## src/tte_pkg.sv

```systemverilog
// Purpose: Shared constants for the trace and trap exception unit.
// Assumes: One core clock; register bus is AXI4-Lite with 32-bit data.
// Notes:   Vector numbers other than the debug vector are plain defaults.

// ----------------------------------------------------------------------
// Package
// ----------------------------------------------------------------------
package tte_pkg;
    // Register byte offsets.
    localparam logic [3:0] ADDR_AVEC = 4'h0;
    localparam logic [3:0] ADDR_STATUS = 4'h4;
    localparam logic [3:0] ADDR_MASK = 4'h8;
    localparam logic [3:0] ADDR_PSW = 4'hC;
    // Status word fields and value after reset.
    localparam int PSW_T = 15;
    localparam int PSW_S = 13;
    localparam int PSW_M = 12;
    localparam int PSW_IPL_LO = 8;
    localparam logic [15:0] PSW_RESET = 16'h2700;
    // Vector numbers.
    localparam logic [7:0] VEC_TRACE = 8'h09;
    localparam logic [7:0] VEC_DEBUG = 8'h0C;
    localparam logic [7:0] VEC_FORMAT = 8'h0E;
    localparam logic [7:0] VEC_SPURIOUS = 8'h18;
    localparam logic [7:0] VEC_AUTO_BASE = 8'h18;
    localparam logic [7:0] VEC_TRAP_BASE = 8'h20;
    // Return frame formats accepted by the return instruction.
    localparam logic [3:0] FMT_MIN = 4'h4;
    localparam logic [3:0] FMT_MAX = 4'h7;
    // Event status bit positions.
    localparam int EV_TRACE = 0;
    localparam int EV_DEBUG = 1;
    localparam int EV_TRAP = 2;
    localparam int EV_FORMAT = 3;
    localparam int EV_IRQ = 4;
    localparam int EV_DBLF = 5;
    localparam int EV_W = 6;
    // Register select codes and bus responses.
    localparam logic [2:0] SEL_AVEC = 3'h0;
    localparam logic [2:0] SEL_STATUS = 3'h1;
    localparam logic [2:0] SEL_MASK = 3'h2;
    localparam logic [2:0] SEL_PSW = 3'h3;
    localparam logic [2:0] SEL_NONE = 3'h4;
    localparam logic [1:0] RESP_OKAY = 2'h0;
    localparam logic [1:0] RESP_SLVERR = 2'h2;

    typedef enum logic [2:0] {
        ST_RUN = 3'b000,
        ST_VACK = 3'b001,
        ST_FRAME = 3'b010,
        ST_STOP = 3'b011,
        ST_HALT = 3'b100
    } tte_state_t;
endpackage
```

## src/tte_exception_unit.sv

```systemverilog
// Purpose: Exception selection for trace, debug, trap, return and irq.
// Assumes: Pipeline and interrupt logic share sys_clk; one frame at a time.
// Notes:   A fault during a vector fetch or frame build halts until reset.
//
// What this block does
// - Single-step flag traces every completed instruction.
// - Halt op under single-step traces first, pc here.
// - On return, halt op loads word, traces past.
// - Halt op setting single-step loads, traces past.
// - One exception frame per event, no stacking.
// - Breakpoint trigger gives debug vector 12 internally.
// - Debug entry keeps master flag and mask.
// - Return op checks the 4-bit frame format first.
// - Software trap excepts unless a breakpoint, interrupt, stop or frame is pending; enters supervisor.
// - Interrupts fetch 8-bit vector, spurious handled.
// - Autovectoring selectable by integration unit configuration.
// - Fault during exception processing halts until reset.
//
// Chosen here: the register addresses and the AXI4-Lite register port.

// ----------------------------------------------------------------------
// Top module
// ----------------------------------------------------------------------
module tte_exception_unit
    import tte_pkg::*;
(
    // Clock, reset and enable.
    input wire logic sys_clk,
    input wire logic reset_n,
    input wire logic clk_en,
    // Pipeline events.
    input wire logic op_done,
    input wire logic op_halt,
    input wire logic [15:0] halt_imm,
    input wire logic op_trap,
    input wire logic [3:0] trap_num,
    input wire logic op_rte,
    input wire logic [3:0] rte_format,
    input wire logic fault,
    input wire logic frame_done,
    // Breakpoint and interrupt sources.
    input wire logic bkpt_trig,
    input wire logic [2:0] irq_level,
    input wire logic vack_done,
    input wire logic [7:0] vack_vector,
    input wire logic vack_spurious,
    // Exception outputs to the pipeline.
    output logic exc_req,
    output logic [7:0] exc_vector,
    output logic exc_pc_next,
    output logic [15:0] exc_saved_psw,
    output logic [15:0] processor_status_word,
    output logic rte_ok,
    output logic stopped,
    output logic halted,
    // Vector acknowledge cycle request.
    output logic vector_ack_cycle,
    output logic [2:0] vack_level,
    // Interrupt to the system.
    output logic irq,
    // AXI4-Lite slave.
    input wire logic [3:0] s_axi_awaddr,
    input wire logic s_axi_awvalid,
    output logic s_axi_awready,
    input wire logic [31:0] s_axi_wdata,
    input wire logic [3:0] s_axi_wstrb,
    input wire logic s_axi_wvalid,
    output logic s_axi_wready,
    output logic [1:0] s_axi_bresp,
    output logic s_axi_bvalid,
    input wire logic s_axi_bready,
    input wire logic [3:0] s_axi_araddr,
    input wire logic s_axi_arvalid,
    output logic s_axi_arready,
    output logic [31:0] s_axi_rdata,
    output logic [1:0] s_axi_rresp,
    output logic s_axi_rvalid,
    input wire logic s_axi_rready
);

    // Maps a byte address onto a register select code.
    function automatic logic [2:0] reg_sel(input logic [3:0] a);
        if (a == ADDR_AVEC) reg_sel = SEL_AVEC;
        else if (a == ADDR_STATUS) reg_sel = SEL_STATUS;
        else if (a == ADDR_MASK) reg_sel = SEL_MASK;
        else if (a == ADDR_PSW) reg_sel = SEL_PSW;
        else reg_sel = SEL_NONE;
    endfunction

    tte_state_t state_reg, state_next;
    logic [15:0] psw_reg, psw_next, saved_reg, saved_next;
    logic [7:0] vec_reg, vec_next, avec_reg;
    logic pcn_reg, pcn_next, resume_reg, resume_next, rte_ok_next;
    logic [2:0] lvl_reg, lvl_next;
    logic [EV_W-1:0] ev, status_reg, status_next, mask_reg;
    logic take, t_pcn;
    logic [7:0] t_vec;
    logic [15:0] t_base;
    logic [2:0] t_ipl;
    logic t_irq;

    // ------------------------------------------------------------------
    // Event decode
    // ------------------------------------------------------------------
    // Level 7 cannot be masked; other levels must beat the current mask.
    wire [2:0] ipl = psw_reg[PSW_IPL_LO+2:PSW_IPL_LO];
    wire t_on = psw_reg[PSW_T];
    wire irq_hit = irq_level != 3'h0 &&
        (irq_level == 3'h7 || irq_level > ipl);
    wire fmt_ok = rte_format >= FMT_MIN && rte_format <= FMT_MAX;
    wire [7:0] auto_vec = VEC_AUTO_BASE + {5'h00, irq_level};
    wire [7:0] trap_vec = VEC_TRAP_BASE + {4'h0, trap_num};

    // ------------------------------------------------------------------
    // Exception selection
    // ------------------------------------------------------------------
    // Only one source wins per cycle and nothing is queued, so a lower
    // source seen together with a higher one is simply not taken.
    always_comb begin
        state_next = state_reg;
        psw_next = psw_reg;
        resume_next = resume_reg;
        lvl_next = lvl_reg;
        rte_ok_next = 1'b0;
        take = 1'b0;
        t_vec = VEC_TRACE;
        t_pcn = 1'b0;
        t_base = psw_reg;
        t_ipl = ipl;
        t_irq = 1'b0;
        ev = '0;
        case (state_reg)
            ST_RUN, ST_STOP: begin
                if (bkpt_trig) begin
                    take = 1'b1;
                    t_vec = VEC_DEBUG;
                end else if (irq_hit) begin
                    if (avec_reg[irq_level]) begin
                        take = 1'b1;
                        t_irq = 1'b1;
                        t_vec = auto_vec;
                        t_ipl = irq_level;
                    end else begin
                        state_next = ST_VACK;
                        lvl_next = irq_level;
                    end
                end else if (state_reg == ST_STOP) begin
                    state_next = ST_STOP;
                end else if (op_trap) begin
                    take = 1'b1;
                    t_vec = trap_vec;
                    t_pcn = 1'b1;
                end else if (op_rte) begin
                    if (fmt_ok) begin
                        rte_ok_next = 1'b1;
                        // An accepted return restores the stacked word.
                        psw_next = saved_reg;
                    end else begin
                        take = 1'b1;
                        t_vec = VEC_FORMAT;
                    end
                end else if (op_halt) begin
                    if (t_on && !resume_reg) begin
                        take = 1'b1;
                        resume_next = 1'b1;
                    end else begin
                        // Word is loaded before the trace is raised.
                        psw_next = halt_imm;
                        t_base = halt_imm;
                        resume_next = 1'b0;
                        if (resume_reg || halt_imm[PSW_T]) begin
                            take = 1'b1;
                            t_pcn = 1'b1;
                        end else begin
                            state_next = ST_STOP;
                        end
                    end
                end else if (op_done && t_on) begin
                    take = 1'b1;
                    t_pcn = 1'b1;
                end
            end
            ST_VACK: begin
                if (fault) begin
                    state_next = ST_HALT;
                    ev[EV_DBLF] = 1'b1;
                end else if (vack_done) begin
                    take = 1'b1;
                    t_irq = 1'b1;
                    t_ipl = lvl_reg;
                    t_vec = vack_spurious ? VEC_SPURIOUS : vack_vector;
                end
            end
            ST_FRAME: begin
                if (fault) begin
                    state_next = ST_HALT;
                    ev[EV_DBLF] = 1'b1;
                end else if (frame_done) begin
                    state_next = ST_RUN;
                end
            end
            default: state_next = ST_HALT;
        endcase
        if (take) begin
            state_next = ST_FRAME;
            psw_next = t_base;
            psw_next[PSW_S] = 1'b1;
            psw_next[PSW_T] = 1'b0;
            // Debug entry leaves the master flag and mask alone.
            psw_next[PSW_IPL_LO+2:PSW_IPL_LO] = t_ipl;
            ev[EV_TRACE] = t_vec == VEC_TRACE && !t_irq;
            ev[EV_DEBUG] = t_vec == VEC_DEBUG && !t_irq;
            ev[EV_TRAP] = op_trap && t_vec == trap_vec && !t_irq;
            ev[EV_FORMAT] = t_vec == VEC_FORMAT && !t_irq;
            ev[EV_IRQ] = t_irq;
        end
    end

    assign vec_next = take ? t_vec : vec_reg;
    assign pcn_next = take ? t_pcn : pcn_reg;
    assign saved_next = take ? t_base : saved_reg;

    // ------------------------------------------------------------------
    // Register bus
    // ------------------------------------------------------------------
    logic aw_have, w_have;
    logic [3:0] aw_addr;
    logic [31:0] w_data;
    logic [3:0] w_strb;
    wire aw_hs = s_axi_awvalid && s_axi_awready;
    wire w_hs = s_axi_wvalid && s_axi_wready;
    wire b_hs = s_axi_bvalid && s_axi_bready;
    wire ar_hs = s_axi_arvalid && s_axi_arready;
    wire r_hs = s_axi_rvalid && s_axi_rready;
    wire wr_fire = aw_have && w_have && !s_axi_bvalid;
    wire [2:0] wsel = reg_sel(aw_addr);
    wire [2:0] rsel = reg_sel(s_axi_araddr);
    wire wr_avec = wr_fire && wsel == SEL_AVEC && w_strb[0];
    wire wr_mask = wr_fire && wsel == SEL_MASK && w_strb[0];
    // A read of the status register clears it, but a new event wins.
    wire rd_clr = ar_hs && rsel == SEL_STATUS;
    assign status_next = (rd_clr ? '0 : status_reg) | ev;
    wire [31:0] rd_mux =
        rsel == SEL_AVEC ? {24'h00_0000, avec_reg} :
        rsel == SEL_STATUS ? {26'h000_0000, status_reg} :
        rsel == SEL_MASK ? {26'h000_0000, mask_reg} :
        {16'h0000, psw_reg};

    // Bus handshakes; address and data may arrive in either order.
    always_ff @(posedge sys_clk or negedge reset_n) begin
        if (!reset_n) begin
            aw_have <= 1'b0;
            w_have <= 1'b0;
            aw_addr <= 4'h0;
            w_data <= 32'h0000_0000;
            w_strb <= 4'h0;
            s_axi_awready <= 1'b1;
            s_axi_wready <= 1'b1;
            s_axi_bvalid <= 1'b0;
            s_axi_bresp <= RESP_OKAY;
            s_axi_arready <= 1'b1;
            s_axi_rvalid <= 1'b0;
            s_axi_rdata <= 32'h0000_0000;
            s_axi_rresp <= RESP_OKAY;
            avec_reg <= 8'h00;
            mask_reg <= '0;
        end else if (clk_en) begin
            if (aw_hs) begin
                aw_have <= 1'b1;
                aw_addr <= s_axi_awaddr;
                s_axi_awready <= 1'b0;
            end else if (wr_fire) begin
                aw_have <= 1'b0;
            end
            if (w_hs) begin
                w_have <= 1'b1;
                w_data <= s_axi_wdata;
                w_strb <= s_axi_wstrb;
                s_axi_wready <= 1'b0;
            end else if (wr_fire) begin
                w_have <= 1'b0;
            end
            if (wr_fire) begin
                s_axi_bvalid <= 1'b1;
                s_axi_bresp <= wsel == SEL_NONE ? RESP_SLVERR : RESP_OKAY;
            end else if (b_hs) begin
                s_axi_bvalid <= 1'b0;
                s_axi_awready <= 1'b1;
                s_axi_wready <= 1'b1;
            end
            if (wr_avec) avec_reg <= {w_data[7:1], 1'b0};
            if (wr_mask) mask_reg <= w_data[EV_W-1:0];
            if (ar_hs) begin
                s_axi_arready <= 1'b0;
                s_axi_rvalid <= 1'b1;
                s_axi_rdata <= rsel == SEL_NONE ? 32'h0000_0000 : rd_mux;
                s_axi_rresp <= rsel == SEL_NONE ? RESP_SLVERR : RESP_OKAY;
            end else if (r_hs) begin
                s_axi_rvalid <= 1'b0;
                s_axi_arready <= 1'b1;
            end
        end
    end

    // ------------------------------------------------------------------
    // Core state and outputs
    // ------------------------------------------------------------------
    // Outputs are separate flops so the pipeline sees no decode glitches.
    always_ff @(posedge sys_clk or negedge reset_n) begin
        if (!reset_n) begin
            state_reg <= ST_RUN;
            psw_reg <= PSW_RESET;
            saved_reg <= PSW_RESET;
            vec_reg <= 8'h00;
            pcn_reg <= 1'b0;
            resume_reg <= 1'b0;
            lvl_reg <= 3'h0;
            status_reg <= '0;
            rte_ok <= 1'b0;
            exc_req <= 1'b0;
            stopped <= 1'b0;
            halted <= 1'b0;
            vector_ack_cycle <= 1'b0;
            irq <= 1'b0;
        end else if (clk_en) begin
            state_reg <= state_next;
            psw_reg <= psw_next;
            saved_reg <= saved_next;
            vec_reg <= vec_next;
            pcn_reg <= pcn_next;
            resume_reg <= resume_next;
            lvl_reg <= lvl_next;
            status_reg <= status_next;
            rte_ok <= rte_ok_next;
            exc_req <= state_next == ST_FRAME;
            stopped <= state_next == ST_STOP;
            halted <= state_next == ST_HALT;
            vector_ack_cycle <= state_next == ST_VACK;
            irq <= |(status_next & mask_reg);
        end
    end

    assign exc_vector = vec_reg;
    assign exc_pc_next = pcn_reg;
    assign exc_saved_psw = saved_reg;
    assign processor_status_word = psw_reg;
    assign vack_level = lvl_reg;

    wire quiet = clk_en && state_reg == ST_RUN && !bkpt_trig && !irq_hit;
    wire plain = quiet && !op_trap && !op_rte;
endmodule // tte_exception_unit

```

## config.mk

```make
export PLATFORM = sky130hd
export DESIGN_NAME = tte_exception_unit
export DESIGN_NICKNAME = d
export VERILOG_FILES = /design/src/tte_pkg.sv /design/src/tte_exception_unit.sv
export SDC_FILE = /design/constraint.sdc
export NUM_CORES = 1
export LEC_CHECK = 0
export BUFFER_PORTS_ARGS = -buffer_cell sky130_fd_sc_hd__buf_4
export CAP_MARGIN = 10
export CORE_ASPECT_RATIO = 1.4
export CORE_MARGIN = 2
export CORE_UTILIZATION = 44
export CTS_CLUSTER_SIZE = 24
export DETAILED_ROUTE_END_ITERATION = 7
export PLACE_DENSITY = 0.71
export SYNTH_ARGS = -nofsm -noshare
export SYNTH_HDL_FRONTEND = slang
export SYNTH_SLANG_ARGS = --single-unit
```

## constraint.sdc

```tcl
create_clock -name sys_clk -period 3.4 [get_ports sys_clk]
set_clock_uncertainty 0.15 [all_clocks]
set_input_delay 0.17 -clock sys_clk [delete_from_list [all_inputs] [get_ports sys_clk]]
set_output_delay 0.17 -clock sys_clk [all_outputs]
set_load 0.01 [all_outputs]
```

==> results of run 1 <==
-- stage by stage --
step	utilization, %	power, mW	hold slack (ps)	worst slack, ps	instance area (sq um)
5_1_grt	58.2	4.61	25.9	35.8	8030
3_5_place_dp	53.1	3.29	183	29.7	7320
4_1_cts	58.0	4.33	4.53	18.4	7990
6_report	58.2	4.35	14.9	222	8030
2_1_floorplan	-	2.62	-276	312	6230
3_3_place_gp	53.1	3.23	169	143	7320
-- cell usage in the layout (no fill, tap or decap), types with 4 or more instances in the layout --
master | Yosys | routed
nand2_1 | 80 | 80
a211oi_1 | 4 | 4
nand3_1 | 14 | 14
nor2b_1 | 6 | 6
nor3_1 | 4 | 4
clkbuf_16 | 0 | 9
mux4_2 | 6 | 6
a22o_1 | 18 | 18
dlygate4sd3_1 | 2 | 40
a32o_1 | 5 | 5
mux2i_1 | 37 | 37
buf_4 | 21 | 158
a21oi_1 | 17 | 17
dfstp_2 | 11 | 11
nand2_2 | 11 | 11
a31oi_1 | 5 | 5
o22ai_1 | 4 | 4
o211ai_1 | 5 | 5
nand2b_1 | 6 | 6
dfrtp_1 | 100 | 100
mux2_2 | 41 | 41
and2_1 | 5 | 5
nor2_1 | 25 | 25
o21a_1 | 4 | 4
o221ai_2 | 11 | 11
o21ai_0 | 34 | 34
inv_1 | 18 | 18
conb_1 | 1 | 18
nand4_1 | 5 | 5
-- per-layer routing --
metal / GRT usage, % / vias up / wire (um)
li1: - / 2456 / -
met1: 28.1 / 2598 / 7030
met2: 41.5 / 148 / 8870
met3: 2.12 / 30 / 587
met4: 9.10 / 0 / 453
met5: 0 / - / 0
-- cell families (layout without fill, tap and decap cells) --
group	after synthesis	in the layout	synth area share, %
simple gates	178	178	14.2
compound gates	135	135	17.0
flops	111	111	45.3
mux	87	87	16.3
buf+inv	69	234	6.57
fa+ha+maj	3	3	0.609
other cells	1	18	0.0608
-- power groups by stage --
stage	sequential [mW]	clock (mW)	combinational [mW]
6_report	1.88	1.01	1.46
5_1_grt	1.92	1.09	1.60
4_1_cts	1.87	1.04	1.42
3_5_place_dp	1.90	0	1.39
3_3_place_gp	1.89	0	1.34
2_1_floorplan	1.91	0	0.713
-- worst max-delay path, delay by kind of cell, from the launching register on --
family | cells | cell delay [ps]
buf+inv | 2 | 240
compound gates | 4 | 1250
fa+ha+maj | 1 | 320
simple gates | 2 | 270
flops | 1 | 570
mux | 1 | 300
-- synth_stat cells, types with 2 or more instances --
cell and count:
a31oi_1 5, a211oi_1 4, inv_1 18, o21ai_0 34, dfrtp_1 100, nor3_1 4, buf_4 21, nand2_2 11
nand3b_1 3, o21a_1 4, mux2i_1 37, a2111o_1 2, a32oi_1 3, a22o_1 18, nand4_1 5, nor4b_1 2
o22ai_1 4, nand3_1 14, and2_1 5, buf_6 4, o21ai_1 2, a32o_1 5, nor2b_1 6, o221ai_2 11
nand2_1 80, nor2_1 25, nand2b_1 6, and3_1 2, dlygate4sd3_1 2, or3_1 2, dfstp_2 11, mux4_2 6
o211ai_1 5, ha_1 3, mux2_1 2, a21oi_1 17, clkbuf_1 16, a22oi_1 3, mux2_2 41, a21boi_0 2
buf_2 6
-- timing repair --
action,in CTS,in global routing
endpoints found under the setup margin,0,14
resized for setup,0,5
hold buffers,40,0
buffers inserted,0,3
hold endpoints to repair,98,0
-- worst max-delay path by stage --
stage	start	to	slack (ps)	cells after the start
6_report	processor_status_word[10]	processor_status_word[8]	220	10
5_1_grt	processor_status_word[9]	processor_status_word[0]	40	10
4_1_cts	processor_status_word[10]	processor_status_word[1]	20	11
3_5_place_dp	processor_status_word[10]	processor_status_word[1]	30	11
3_3_place_gp	processor_status_word[10]	processor_status_word[0]	140	9
2_1_floorplan	processor_status_word[10]	processor_status_word[8]	310	10
-- final cells by class --
class | count | area, sq um
clock buffer | 11 | 233
sequential | 111 | 2790
timing repair buffer | 200 | 1620
multi-input combinational | 421 | 3040
tap | 185 | 231
clock inverter | 5 | 42.5
inverter | 18 | 67.6
fill | 1194 | 5760
==> impl_metrics.toml, run 1 <==
[min_path]
holdPathStages = 3
min_path_type = "input pin to flop"
holdPathEnd = "processor_status_word[1]"
min-delay-start = "halt_imm[1]"

[synthesis]
synthCells = 584
synthTopCellsByArea = "dfrtp_1 41%, mux2_2 7.5%, mux2i_1 6.0%"
synth_top_area_share_pct = 40.6
synth_edf_count = 0
synth.avg_cell_area_sq_um = 10.6
yosysSeqAreaShare_pct = 45.3
yosys.area.top_type = "dfrtp_1"
synth-main-ff-cell = "dfrtp_1"
netlist_area_sq_um = 6170
ys_warn_count = 0
synth_cell_types = 74
postSynthRegisterBits = 111
postSynth.asyncResetShare_pct = 100

[timing]
period_share_pct = 93.5
slew_headroom_pct = 43.7
finalSetupTns_ps = 0
hold_viol = 0
min_period_ps = 3180
setup_violations = 0
tightest_slew_ps = 844
max_freq_mhz = 315
drv_slew = 0
rsz0062_at_grt = "no"

[power_and_ir_drop]
pwr_density_cell_nw_per_um2 = 542
irDropWorstVdd_mv = 0.257
swShare_pct = 33.6
p_switching_mw = 1.46
comb_power_share_pct = 33.5
p_clk_share_pct = 23.3
p_leak_nw = 3.89
p_int_mw = 2.89
seqPwrFrac_pct = 43.2

[global_route]
grt_pass1_vias = 5187
track_usage_pct = 22.9
grt_start_max_net_pins = 66
grt_pass1_wl_um = 27300
overflow = 0
antenna_found_initial = 0

[clock_network]
clock_latency_ps = 350
cts-root-buf = "clkbuf_16"
numCtsBuffers = 9
htree_levels = 3
clock_sinks = 111
path_clk_slew_ps = 70
clk_path_buf_depth = 2
cts_tree = "done"

[critical_path]
ff2ff_setup_slack_ps = 220
critPathMaxStageDelay_ps = 570
crit_arrival_ps = 3310
worst-endpoint-required_ps = 3530
rr_endpoint = "processor_status_word[8]"
crit_path_cell_trace = "inv_1 -> ha_1 -> a21oi_1 -> nand3_1 -> a32oi_2 -> buf_4 -> a311o_4 -> nand2_2 -> o311a_4 -> mux2_4"
cp_slowest_cell = "dfstp_2"
r2r_start = "processor_status_word[10]"
path_max_fanout = 6
start_kind = "flop"
criticalPathCategory = "flop to flop"
rr_worst_depth = 10
crit_path_end_kind = "flop"

[status]
status = "complete, no violations"

[drt]
via_per_inst = 5.50
final_antenna_net_count = 0
wl_per_cell_um = 17.8
dr_total_vias = 5232
drt-total-wl_um = 16900
dr.pass1.iters = 4
drt_iter0_drc = 202
route.detailed.drc = 0

[layout]
area_growth_pct = 30.1
fin_cells = 951
antenna_cells = 0
drive_gt1_share_pct = 35.2
nets = 860

[placed_design]
place_hpwl_um = 12600
portBuffers = 139
gp_congestion = 0.885
place_inst = 892

[floorplan]
num_io_pins = 187
rows = 51
start_util_pct = 44.7
die_h_um = 144
core-area_sq_um = 13800
die_area_sq_um = 15000
die_w_um = 104

[job]
cap_violations = 0
(Power assumes the default switching activity.)
==> inputs of run 2 (changes only) <==
PLACE_DENSITY = 0.69   (was 0.71)
==> impl_metrics.toml, run 2 (synthesis results as in run 1) <==
[layout]
ff_latch_area_sq_um = 2790
design_area_sq_um = 8070
area_growth_pct = 30.8
drive_gt1_share_pct = 35.5
antenna_cells = 0
nFillCells = 1192
final_cell_mix = "158 x buf_4, 100 x dfrtp_1, 80 x nand2_1"
multi_input_area_sq_um = 3040
final_common_cell = "buf_4"
nets = 858

[clock_network]
htree_levels = 3
cts-root-buf = "clkbuf_16"
clock_sinks = 111
numCtsBuffers = 9
cts_tree = "done"
clock_latency_ps = 350
path_clk_slew_ps = 70
clk_path_buf_depth = 2

[global_route]
antenna_found_initial = 0
grt_pass1_vias = 5387
top_usage_layer = "met2"
grt_use_met2_pct = 42.9
track_usage_pct = 23.2
grt_start_max_net_pins = 112
grt_pass1_wl_um = 27800
overflow = 0
met3_usage_pct = 3.47
grt_use_met1_pct = 27.5

[critical_path]
critPathMaxStageDelay_ps = 590
start_kind = "flop"
ff2ff_setup_slack_ps = 220
rr_endpoint = "processor_status_word[0]"
cp_slowest_cell = "a311o_2"
worst-endpoint-required_ps = 3470
path_max_fanout = 11
crit_arrival_ps = 3240
crit_path_cell_trace = "inv_1 -> ha_1 -> a21oi_1 -> a21bo_2 -> nand3_1 -> a2111o_1 -> a311o_2 -> nand2_1 -> o221ai_2"
crit_end = "processor_status_word[0]"
criticalPathCategory = "flop to flop"
rr_worst_depth = 9
r2r_start = "processor_status_word[10]"
cp-startpoint = "processor_status_word[10]"
crit_path_end_kind = "flop"

[timing]
rsz0062_at_grt = "no"
max_freq_mhz = 315
slew_headroom_pct = 34.2
min_period_ps = 3180
period_share_pct = 93.4
tightest_slew_ps = 979
setup_violations = 0
drv_slew = 0
finalSetupTns_ps = 0
hold_viol = 0

[drt]
wl_per_cell_um = 18.3
final_antenna_net_count = 0
dr.pass1.iters = 4
drt_iter0_drc = 207
via_per_inst = 5.49
route.detailed.drc = 0
dr_total_vias = 5214
drt-total-wl_um = 17300

[floorplan]
die_w_um = 104
die_h_um = 144
die_area_sq_um = 15000
core-area_sq_um = 13800
num_io_pins = 187
rows = 51
start_util_pct = 44.7

[power_and_ir_drop]
p_leak_nw = 3.92
irDropWorstVdd_mv = 0.362
finalPower_mw = 4.51
pwr_density_cell_nw_per_um2 = 559

[placed_design]
gp_congestion = 0.900
postPlaceCellArea_sq_um = 7330
place_hpwl_um = 12700
portBuffers = 139

[job]
cap_violations = 0

[min_path]
min_path_type = "input pin to flop"

[status]
status = "complete, no violations"
run 2: changes by cell type in the layout (fill, tap and decap cells not counted), sizes merged:
cell / before / now
clkinv: 1 / 0
clkbuf: 11 / 10
clkinvlp: 1 / 0
bufinv: 0 / 2
buf: 160 / 159
dlygate4sd3: 40 / 39
inv: 21 / 22
run 2: worst min path at each step:
stage / startpoint / end / slack (ps) / cells past startpoint
3_3_place_gp: reset_n / exc_vector[2] / 140 / 2
4_1_cts: s_axi_wvalid / s_axi_wready / 0.8 / 3
6_report: s_axi_wvalid / s_axi_wready / 6 / 3
3_5_place_dp: reset_n / exc_vector[5] / 150 / 2
5_1_grt: s_axi_wvalid / s_axi_wready / 3 / 3
2_1_floorplan: reset_n / avec_reg[1] / -280 / 0
run 2: worst max-delay path: cells and delay by family (launching register included):
family,cells,cell delay [ps]
adders and majority gates,1,320
AOI/OAI and AO/OA,5,1700
buffers and inverters,1,70
and+or+nand+nor,2,220
DFF,1,570
run 2: what timing repair did:
item	in CTS	in global routing
hold buffers	39	0
resized for setup	0	5
setup endpoints to repair	0	16
endpoints found under the hold margin	146	0
buffers inserted	0	0
run 2: report_power, final:
part / switching (mW) / internal [mW]
clock: 0.510 / 0.680
combinational: 0.676 / 0.764
sequential: 0.292 / 1.59
total: 1.48 / 3.03
run 2: layer usage:
| layer | up-vias | wire (um) | share of wire (%) |
|---|---|---|---|
| met5 | - | 0 | 0 |
| met4 | 0 | 394 | 2.3 |
| met3 | 26 | 636 | 3.7 |
| met2 | 154 | 9230 | 53 |
| met1 | 2591 | 7080 | 41 |
| li1 | 2443 | - | - |
run 2: cell type report:
class                      instances  area share (%)
clock buffer                      10            2.96
sequential                       111            34.6
inverter                          18           0.838
tap                              185            2.87
multi-input combinational        421            37.7
timing repair buffer             198            19.8
clock inverter                     6            1.21
run 2: metrics by stage:
| stage | worst slack, ps | std cells | utilization (%) | hold WS (ps) |
|---|---|---|---|---|
| after CTS | 73.6 | 949 | 58.5 | 0.780 |
| final | 225 | 949 | 58.5 | 5.57 |
| after floorplan | 312 | 601 | - | -276 |
| after detailed placement | 87.9 | 894 | 53.2 | 146 |
| after global placement | 194 | 894 | 53.2 | 140 |
| after global routing | 51.5 | 949 | 58.5 | 3.30 |
